### src/wdog_pkg.sv
package wdog_pkg;
    localparam int CLK_HZ = 25_000_000;
    localparam int TICK_MS = 1;
    localparam int TICK_CYCLES = CLK_HZ / 1000 * TICK_MS;
    localparam int RAIL_COUNT = 8;
    localparam int MS_W = 21;

    localparam logic [4:0] OFF_CTRL = 5'h00;
    localparam logic [4:0] OFF_RAILS = 5'h04;
    localparam logic [4:0] OFF_RDLY = 5'h08;
    localparam logic [4:0] OFF_PWID = 5'h0C;
    localparam logic [4:0] OFF_WINIT = 5'h10;
    localparam logic [4:0] OFF_WPER = 5'h14;
    localparam logic [4:0] OFF_KICK = 5'h18;
    localparam logic [4:0] OFF_STAT = 5'h1C;

    localparam logic [4:0] RST_CTRL = 5'h08;
    localparam logic [7:0] RST_RAILS = 8'hFF;
    localparam logic [4:0] RST_RDLY = 5'h00;
    localparam logic [15:0] RST_PWID = 16'h0001;
    localparam logic [3:0] RST_WINIT = 4'h0;
    localparam logic [15:0] RST_WPER = 16'h03E8;

    localparam logic [4:0] RDLY_MAX = 5'h10;
    localparam logic [15:0] MS_MIN = 16'h0001;
    localparam logic [15:0] MS_MAX = 16'h7E00;
    localparam logic [20:0] WINIT_BASE = 21'h000064;

    // control word, bit 0 at the bottom
    typedef struct packed {
        logic track;
        logic pinEn;
        logic wdRst;
        logic wdEn;
        logic pulse;
    } ctrl_t;

    typedef struct packed {
        logic [4:0] addr;
        logic [31:0] wdata;
        logic wr;
        logic rd;
    } bus_req_t;

    typedef enum logic [2:0] {
        RS_HOLD, RS_DELAY, RS_PULSE, RS_RUN, RS_OFFDLY, RS_RECOV, RS_TRACK
    } rst_state_t;

    typedef enum logic [1:0] {WD_OFF, WD_INIT, WD_RUN, WD_TRIP} wd_state_t;
endpackage

### src/system_reset_and_watchdog.sv
`timescale 1ns/100ps
// What this block does
// In level mode reset stays asserted until the selected rails are good, then a delay.
// The reset delay is 0 ms or 1 ms doubling up to 32.8 s.
// Level mode releases on good and reasserts a delay after good is lost.
// Pulse mode emits one pulse of 1 ms to 32256 ms after good plus delay.
// In level mode the first release comes only after the delay once the selected rails are good.
// The watchdog runs on its own or drives the system reset.
// Either a kick pin toggle or a kick command restarts the count.
// The kick pin and timeout pin are optional; the command alone works.
// The watchdog waits 0 ms or 100 ms doubling up to 1638 s at start.
// The timeout period is programmable from 1 ms to 32256 ms.
// A timeout raises the timeout pin or makes a system reset pulse.
// After a timeout only a kick, or a disable and re-enable, restarts the watchdog.
// A period that runs out without a kick marks the processor as dead.
// A dead processor gets a reset, released by delay or by tracking input.
// The kick pin is synchronised and each edge counts as one toggle.
module system_reset_and_watchdog #(
    parameter int RAILS = wdog_pkg::RAIL_COUNT,
    parameter int TICK_CYCLES = wdog_pkg::TICK_CYCLES
) (
    input wire logic mclk,
    input wire logic nrst,
    input wire wdog_pkg::bus_req_t busReq,
    output logic [31:0] rdata,
    input wire logic [RAILS-1:0] railGood,
    input wire logic kickPin,
    input wire logic trackIn,
    output logic sysResetN,
    output logic wdTimeout
);
    import wdog_pkg::*;
    localparam int TW = $clog2(TICK_CYCLES);
    localparam logic [TW-1:0] TLAST = TW'(TICK_CYCLES - 1);
    // millisecond tick
    logic [TW-1:0] tickCnt, next_tickCnt;
    logic msTick, next_msTick;
    always_comb begin
        next_msTick = (tickCnt == TLAST);
        next_tickCnt = next_msTick ? '0 : tickCnt + 1'b1;
    end

    always_ff @(posedge mclk or negedge nrst) begin
        if (!nrst) begin
            tickCnt <= '0;
            msTick <= 1'b0;
        end else begin
            tickCnt <= next_tickCnt;
            msTick <= next_msTick;
        end
    end

    // pin synchronisers: bit 0 kick, bit 1 tracking input
    logic [1:0] sync1, sync2, sync3, lvl, next_lvl;
    logic kickLvl, trackLvl, pinToggle;
    assign kickLvl = lvl[0];
    assign trackLvl = lvl[1];
    always_comb begin
        next_lvl = lvl;
        for (int i = 0; i < 2; i++) begin
            if (sync2[i] == sync3[i]) begin
                next_lvl[i] = sync3[i];
            end
        end
        pinToggle = (sync2[0] == sync3[0]) && (sync3[0] != lvl[0]);
    end

    always_ff @(posedge mclk or negedge nrst) begin
        if (!nrst) begin
            sync1 <= 2'h0;
            sync2 <= 2'h0;
            sync3 <= 2'h0;
            lvl <= 2'h0;
        end else begin
            sync1 <= {trackIn, kickPin};
            sync2 <= sync1;
            sync3 <= sync2;
            lvl <= next_lvl;
        end
    end

    // configuration registers
    ctrl_t ctrl, next_ctrl;
    logic [RAILS-1:0] railMask, next_railMask;
    logic [4:0] rdly, next_rdly;
    logic [15:0] pwid, next_pwid, wper, next_wper, wIn;
    logic [3:0] winit, next_winit;
    logic [31:0] next_rdata;
    logic cmdKick, kick, allGood, wdTrip;
    rst_state_t rstState, next_rstState;
    wd_state_t wdState, next_wdState;
    logic [MS_W-1:0] rstCnt, next_rstCnt, wdCnt, next_wdCnt;
    logic [MS_W-1:0] rdlyMs, winitMs;
    logic next_sysResetN, next_wdTimeout;
    assign cmdKick = busReq.wr && (busReq.addr == OFF_KICK);
    assign kick = cmdKick || (ctrl.pinEn && pinToggle);
    assign allGood = &(railGood | ~railMask);
    assign rdlyMs = (rdly == 5'h00) ? '0 : (21'h1 << (rdly - 5'h01));
    assign winitMs = (winit == 4'h0) ? '0 : (WINIT_BASE << (winit - 4'h1));
    always_comb begin
        next_ctrl = ctrl;
        next_railMask = railMask;
        next_rdly = rdly;
        next_pwid = pwid;
        next_winit = winit;
        next_wper = wper;
        next_rdata = 32'h0;
        // out-of-range times clamp rather than wrap to a tiny value
        wIn = busReq.wdata[15:0];
        if (wIn < MS_MIN) begin
            wIn = MS_MIN;
        end else if (wIn > MS_MAX) begin
            wIn = MS_MAX;
        end
        if (busReq.wr) begin
            case (busReq.addr)
                OFF_CTRL: next_ctrl = ctrl_t'(busReq.wdata[4:0]);
                OFF_RAILS: next_railMask = busReq.wdata[RAILS-1:0];
                OFF_RDLY: next_rdly = (busReq.wdata[4:0] > RDLY_MAX) ?
                    RDLY_MAX : busReq.wdata[4:0];
                OFF_PWID: next_pwid = wIn;
                OFF_WINIT: next_winit = busReq.wdata[3:0];
                OFF_WPER: next_wper = wIn;
                default: ;
            endcase
        end
        if (busReq.rd) begin
            case (busReq.addr)
                OFF_CTRL: next_rdata = {27'h0, ctrl};
                OFF_RAILS: next_rdata = 32'(railMask);
                OFF_RDLY: next_rdata = {27'h0, rdly};
                OFF_PWID: next_rdata = {16'h0, pwid};
                OFF_WINIT: next_rdata = {28'h0, winit};
                OFF_WPER: next_rdata = {16'h0, wper};
                OFF_STAT: next_rdata = {22'h0, trackLvl, kickLvl, allGood,
                    wdState, rstState, wdTimeout, sysResetN};
                default: next_rdata = 32'h0;
            endcase
        end
    end

    always_ff @(posedge mclk or negedge nrst) begin
        if (!nrst) begin
            ctrl <= ctrl_t'(RST_CTRL);
            railMask <= RAILS'(RST_RAILS);
            rdly <= RST_RDLY;
            pwid <= RST_PWID;
            winit <= RST_WINIT;
            wper <= RST_WPER;
            rdata <= 32'h0;
        end else begin
            ctrl <= next_ctrl;
            railMask <= next_railMask;
            rdly <= next_rdly;
            pwid <= next_pwid;
            winit <= next_winit;
            wper <= next_wper;
            rdata <= next_rdata;
        end
    end

    // watchdog
    always_comb begin
        next_wdState = wdState;
        next_wdCnt = (msTick && wdCnt != '0) ? wdCnt - 1'b1 : wdCnt;
        wdTrip = 1'b0;
        if (!ctrl.wdEn) begin
            next_wdState = WD_OFF;
        end else begin
            case (wdState)
                WD_OFF: begin
                    next_wdState = WD_INIT;
                    next_wdCnt = winitMs;
                end
                WD_INIT: begin
                    if (kick || wdCnt == '0) begin
                        next_wdState = WD_RUN;
                        next_wdCnt = MS_W'(wper);
                    end
                end
                WD_RUN: begin
                    if (kick) begin
                        next_wdCnt = MS_W'(wper);
                    end else if (wdCnt == '0) begin
                        next_wdState = WD_TRIP;
                        wdTrip = 1'b1;
                    end
                end
                WD_TRIP: begin
                    if (kick) begin
                        next_wdState = WD_RUN;
                        next_wdCnt = MS_W'(wper);
                    end
                end
                default: next_wdState = WD_OFF;
            endcase
        end
        next_wdTimeout = (next_wdState == WD_TRIP) && !ctrl.wdRst;
    end

    always_ff @(posedge mclk or negedge nrst) begin
        if (!nrst) begin
            wdState <= WD_OFF;
            wdCnt <= '0;
            wdTimeout <= 1'b0;
        end else begin
            wdState <= next_wdState;
            wdCnt <= next_wdCnt;
            wdTimeout <= next_wdTimeout;
        end
    end

    // system reset sequencer
    always_comb begin
        next_rstState = rstState;
        next_rstCnt = (msTick && rstCnt != '0) ? rstCnt - 1'b1 : rstCnt;
        case (rstState)
            RS_HOLD: begin
                if (allGood) begin
                    next_rstState = RS_DELAY;
                    next_rstCnt = rdlyMs;
                end
            end
            RS_DELAY: begin
                if (!allGood) begin
                    next_rstState = RS_HOLD;
                end else if (rstCnt == '0) begin
                    next_rstState = ctrl.pulse ? RS_PULSE : RS_RUN;
                    next_rstCnt = MS_W'(pwid);
                end
            end
            RS_PULSE: begin
                if (rstCnt == '0) begin
                    next_rstState = RS_RUN;
                end
            end
            RS_RUN: begin
                if (!allGood) begin
                    next_rstState = ctrl.pulse ? RS_HOLD : RS_OFFDLY;
                    next_rstCnt = rdlyMs;
                end
            end
            RS_OFFDLY: begin
                if (allGood) begin
                    next_rstState = RS_RUN;
                end else if (rstCnt == '0) begin
                    next_rstState = RS_HOLD;
                end
            end
            RS_RECOV: begin
                if (rstCnt == '0) begin
                    next_rstState = ctrl.track ? RS_TRACK : RS_DELAY;
                    next_rstCnt = rdlyMs;
                end
            end
            RS_TRACK: begin
                // release waits for the tracked input, then the delay
                if (trackLvl) begin
                    next_rstState = RS_DELAY;
                    next_rstCnt = rdlyMs;
                end
            end
            default: next_rstState = RS_HOLD;
        endcase
        if (wdTrip && ctrl.wdRst) begin
            next_rstState = RS_RECOV;
            next_rstCnt = MS_W'(pwid);
        end
        next_sysResetN = !((next_rstState inside {RS_PULSE, RS_RECOV,
            RS_TRACK}) || (!ctrl.pulse &&
            (next_rstState inside {RS_HOLD, RS_DELAY})));
    end

    always_ff @(posedge mclk or negedge nrst) begin
        if (!nrst) begin
            rstState <= RS_HOLD;
            rstCnt <= '0;
            sysResetN <= 1'b0;
        end else begin
            rstState <= next_rstState;
            rstCnt <= next_rstCnt;
            sysResetN <= next_sysResetN;
        end
    end
endmodule

### config.mk
export PLATFORM = sky130hd
export DESIGN_NAME = system_reset_and_watchdog
export DESIGN_NICKNAME = d
export VERILOG_FILES = /design/src/wdog_pkg.sv /design/src/system_reset_and_watchdog.sv
export SDC_FILE = /design/constraint.sdc
export NUM_CORES = 1
export LEC_CHECK = 0
export BUFFER_PORTS_ARGS = -buffer_cell sky130_fd_sc_hd__buf_2
export CORE_UTILIZATION = 54
export CTS_CLUSTER_DIAMETER = 150
export DETAILED_ROUTE_END_ITERATION = 6
export PLACE_DENSITY = 0.77
export SYNTH_ARGS = -nofsm -noshare
export SYNTH_HDL_FRONTEND = slang
export SYNTH_SLANG_ARGS = --single-unit
### constraint.sdc
create_clock -name mclk -period 2.9 [get_ports mclk]
set_input_delay 0.58 -clock mclk [delete_from_list [all_inputs] [get_ports mclk]]
set_output_delay 0.58 -clock mclk [all_outputs]
set_load 0.02 [all_outputs]
; Yosys cells after proc, flatten, opt, wreduce, memory -nomap -nowiden
; Cells that the tools add are included.
[totals]
regBits = 159
elab_cells = 141
[classes]
magnitude_cmp = 3
n_reduce_logical = 34
shift = 2
eq_ne = 25
n_addsub = 5
n_mux = 46
n_bitwise = 2
[ops]
columns = operator, count
row1 = $mux 21, 14
row2 = $pmux 16 s7, 1
row3 = $pmux 21 s5, 1
row4 = $pmux 21 s3, 1
row5 = $mux 16, 3
row6 = $logic_not 21->1, 2
row7 = $reduce_bool 21->1, 2
row8 = $sub 21x1->21 const B, 2
row9 = $mux 3, 12
row10 = $pmux 3 s7, 1
row11 = $shl 1x5->21 const A, 1
row12 = $shl 7x4->21 const A, 1
row13 = $eq 5x5->1 const B, 4
row14 = $gt 16x15->1 const B, 1
row15 = $lt 16x1->1 const B, 1
row16 = $add 15x1->15 const B, 1
row17 = $eq 15x15->1 const B, 1
row18 = $eq 3x3->1 const B, 5
row19 = $mux 15, 1
row20 = $reduce_and 2->1, 6
row21 = $eq 5x4->1 const B, 2
row22 = $logic_not 5->1, 2
row23 = $mux 2, 5
row24 = $eq 3x2->1 const B, 3
row25 = 24 further kinds, 44

; Depth between registers and ports, before layout
[depth]
ltp_word = 14
mapped_depth = 10

; Worst setup path before layout
; OpenSTA, ideal clock, no wires.
[synth_timing]
path_kind = register to register
startpoint = reg rstCnt[12]
endpoint = reg rstCnt[16]
setup_slack_ns = -0.151
stages_incl_launch_ff = 10
setup_ns = 0.072
synth_period_minus_slack_ns = 3.051
arrival_ns = 2.979
required_ns = 2.828
path_cell_list = dfrtp_1 > or4_1 > buf_2 > or4_1 > buf_2 > o311ai_4 > o31ai_2 > or4b_1 > o22a_1 > nor2_1
[synth_between]
elab_chain_cells = 7
[synth_lines]
columns = item, line
row1 = from (decl), system_reset_and_watchdog.sv:92  ; logic [MS_W-1:0] rstCnt, next_rstCnt, wdCnt, next_wdCnt;
row2 = from (signal assigned), system_reset_and_watchdog.sv:281  ; rstCnt <= next_rstCnt;
row3 = "parallel branches: the longest is 5 deep, another holds $sub 21x1->21", -
row4 = $pmux 21 s5 *, system_reset_and_watchdog.sv:217  ; case (rstState)
row5 = $mux 21 *, system_reset_and_watchdog.sv:265  ; if (wdTrip && ctrl.wdRst) begin
row6 = net next_rstCnt[16], system_reset_and_watchdog.sv:92
; Mark *: on every way through the listed nets, which the timed path passes.
; A chain may end at the register's enable or synchronous reset.

; Final worst setup path
[layout_timing]
startpoint = reg rstCnt[13]
endpoint = reg rstCnt[16]
; Same word-level chain as after synthesis.

==> impl_metrics.json <==
{
  "outcome": "complete, but fails checks",
  "violated_checks": "negative setup slack",
  "endpoints_failing_hold": 0,
  "timing.hold.ws_ns": 0.0605,
  "end_of_the_critical_path": "rstCnt[16]",
  "longest_individual_stage_delay_on_the_worst_path_ns": 0.56,
  "grt_setup_unrepaired": "yes",
  "finalSetupTns_ns": -0.00589,
  "setup.worst_path.class": "register to register",
  "maxClockFrequency_mhz": 344,
  "cts_made_buffers": 17,
  "globalplace.congestion": 0.975,
  "holdCritPathClass": "input port to asynchronous set/reset pin",
  "cp_max_fo": 4,
  "grt_antenna_before_repair": 1,
  "die_wd_um": 123,
  "area_fraction_of_the_dominant_cell_type_after_synthesis": 0.404,
  "syn_avg_cell_area_um2": 9.33,
  "synth-main-ff-cell": "dfrtp_1",
  "dp.final_hpwl_um": 15600,
  "core_mm2": 0.0140,
  "power.net_switching_mw": 3.01,
  "critical-path-slowest-cell": "or4b_4",
  "crit-reg2reg-capture": "rstCnt[16]",
  "ys.warnings.count": 0,
  "grt_first_pass_wirelength_um": 33900,
  "r2r-start": "rstCnt[13]",
  "grt-ovfl-total": 0,
  "synth.cell_area_mm2": 0.00787,
  "synth-seq-cells": 143,
  "ctsRootBufferMaster": "clkbuf_16",
  "total_power_mw": 7.82,
  "cell_count_after_placement": 1085,
  "yosys.cell_count.top_type": "dfrtp_1",
  "portBuffers": 52,
  "clock_latency_ns": 0.42,
  "layout_setup_ws_ns": -0.00589,
  "design.portCount": 85,
  "initial_utilization": 0.560,
  "synthArstFlopShare": 1.00,
  "synth.distinct_cells": 73,
  "fp-row-count": 43,
  "slew_violations": 0,
  "worst-endpoint-arrival_ns": 3.25,
  "synthCells": 843,
  "power.static_leakage_nw": 3.99,
  "drt-vias-per-instance": 6.18,
  "crit_chain": "or4_4 > or4_4 > o311ai_4 > o31ai_4 > or4b_4 > o22a_1 > nor2_1",
  "end_kind": "register",
  "clkSinkCount": 143,
  "timing.final.crit_period_ns": 2.91,
  "drive_above_1_share": 0.204,
  "tightest_slew_ns": 0.717,
  "synthTopCellsByArea": "dfrtp_1 (40%), dfstp_2 (5.3%), nand2_1 (5.2%), o21ai_0 (5.0%), nor2_1 (3.8%)",
  "fin_crit_sh": 1.00,
  "drt-wirelength-per-cell_um": 19.0,
  "gr-usage-all-layers": 0.300,
  "setup_viol_count_final": 1,
  "cts.htree.levels": 4,
  "worst_setup_hold_path_clk_slew_ns": 0.06,
  "drt-pass1-iter-count": 5,
  "critical_path.startpoint": "rstCnt[13]",
  "critical-path-top-cell-by-count": "or4_4",
  "finalClockSkew_ns": 0.00921,
  "p_int_mw": 4.81,
  "vdd.ir_drop.worst_uv": 506,
  "first_global_vias": 6473,
  "critical_path_required_ns": 3.24,
  "clk_path_buf_depth": 2,
  "areaGrowthSynthToFinish_pct": 16.4,
  "ff2ff_setup_slack_ns": -0.006,
  "power.density_cell_area_mw_per_mm2": 854,
  "netlist_top_cells_count": "dfrtp_1 (127), nand2_1 (108), nor2_1 (80)",
  "finish.net_count": 985,
  "drt_drc_violations_left": 0,
  "first_iter_violations": 736,
  "largest_net_degree_at_the_start_of_global_routing": 73,
  "cts_tree": "built",
  "count_of_vias_placed_by_the_detailed_router": 6912,
  "dieArea_mm2": 0.0151,
  "chip_height_um": 123,
  "worst-r2r-cell-count": 7,
  "count_of_flip_flops_with_a_built_in_enable_after_synthesis": 0,
  "max-slew-margin-rel": 0.521,
  "power.switching_fraction": 0.385,
  "power_frac_seq": 0.353,
  "detail_route.wirelength_um": 21300,
  "share_comb_of_total_power": 0.371,
  "antenna_left": 0,
  "clock_power_share": 0.275,
  "synth_top_cell_by_area": "dfrtp_1",
  "drv_cap": 0,
  "layout.cells.non_filler": 1119,
  "yosysSeqAreaShare": 0.458,
  "start_kind": "register"
}
## cell usage in the layout (no fill, tap or decap), drive strengths merged, types with 14 or more instances in the layout
cell type / synthesis / layout
conb: 1 / 16
nand2b: 14 / 14
inv: 15 / 16
nor2: 80 / 80
dfstp: 16 / 16
dfrtp: 127 / 127
o21ai: 81 / 81
nand3: 37 / 37
xor2: 26 / 26
mux2: 18 / 18
a21oi: 25 / 25
nor3: 19 / 19
nand2: 108 / 108
clkbuf: 29 / 20
nor4: 17 / 17
a22oi: 22 / 22
buf: 22 / 99
xnor2: 23 / 23
## metrics by stage
| step | instance area, um2 | utilization | setup WS [ns] |
|---|---|---|---|
| after floorplan | 7950 | - | -0.0398 |
| after global placement | 8530 | 0.607 | 0.0450 |
| after detailed placement | 8530 | 0.607 | -0.0450 |
| after CTS | 9120 | 0.649 | 0.0172 |
| after global routing | 9160 | 0.652 | -0.0211 |
| final | 9160 | 0.652 | -0.00589 |
## what timing repair did
action                     CTS  global route
resized for setup            1             7
setup endpoints to repair    5             7
hold buffers                 0             0
pin swaps                    0             1
hold endpoints to repair     0             0
buffers inserted             0             1
## how the worst min path moves through the flow
stage	start	endpoint	slack, ns	depth (start not counted)
after floorplan	nrst	ctrl[0]	0.28	0
after global placement	sync1[0]	sync2[0]	0.34	0
after detailed placement	sync1[1]	sync2[1]	0.34	0
after CTS	nrst	rstCnt[18]	0.07	1
after global routing	nrst	rstCnt[20]	0.08	1
final	nrst	rstCnt[12]	0.06	1
## worst max-delay path: cells and delay by family (launching register included)
family           cells  cell delay, ns
AND/OR/NAND/NOR      4            1.69
AO/OA/AOI/OAI        3            0.72
flip-flops           1            0.41
## metal layers
metal / share of wire / GRT usage / wire length [um] / vias to the layer above
li1: - / - / - / 3214
met1: 0.44 / 0.422 / 9320 / 3308
met2: 0.44 / 0.442 / 9440 / 349
met3: 0.090 / 0.0632 / 1910 / 41
met4: 0.029 / 0.140 / 614 / 0
met5: 0 / 0 / 0 / -
## flip-flops by register name, indices dropped and copies added (netlist names), 3 cells and up
name,count
rstCnt,21
wdCnt,21
pwid,16
rdata,16
wper,16
tickCnt,15
railMask,8
ctrl,5
rdly,5
winit,4
rstState,3
## power groups by stage
| stage | clock (mW) | combinational [mW] | sequential [mW] |
|---|---|---|---|
| 2_1_floorplan | 0 | 1.97 | 2.61 |
| 3_3_place_gp | 0 | 2.73 | 2.76 |
| 5_1_grt | 2.27 | 3.16 | 2.81 |
| 3_5_place_dp | 0 | 2.75 | 2.78 |
| 4_1_cts | 2.18 | 2.78 | 2.75 |
| 6_report | 2.15 | 2.91 | 2.76 |
## cells by family (layout without fill, tap and decap cells)
group,count (synthesis),count (layout),synth area share
simple gates,341,341,0.210
compound gates,203,203,0.172
flops,143,143,0.458
buf+inv,66,146,0.0396
xor+xnor,49,49,0.0546
mux,30,30,0.0506
fa+ha+maj,10,10,0.0156
other cells,1,17,0.000477
## cell type report
cell class / count / area (um2)
Fill cell: 1120 / 4880
Clock buffer: 20 / 447
Clock inverter: 12 / 136
Antenna cell: 1 / 2.50
Timing Repair Buffer: 99 / 632
Multi-Input combinational cell: 649 / 4060
Sequential cell: 143 / 3600
Tap cell: 180 / 225
Inverter: 15 / 56.3
Note: power is estimated with default switching activity, not from simulation.
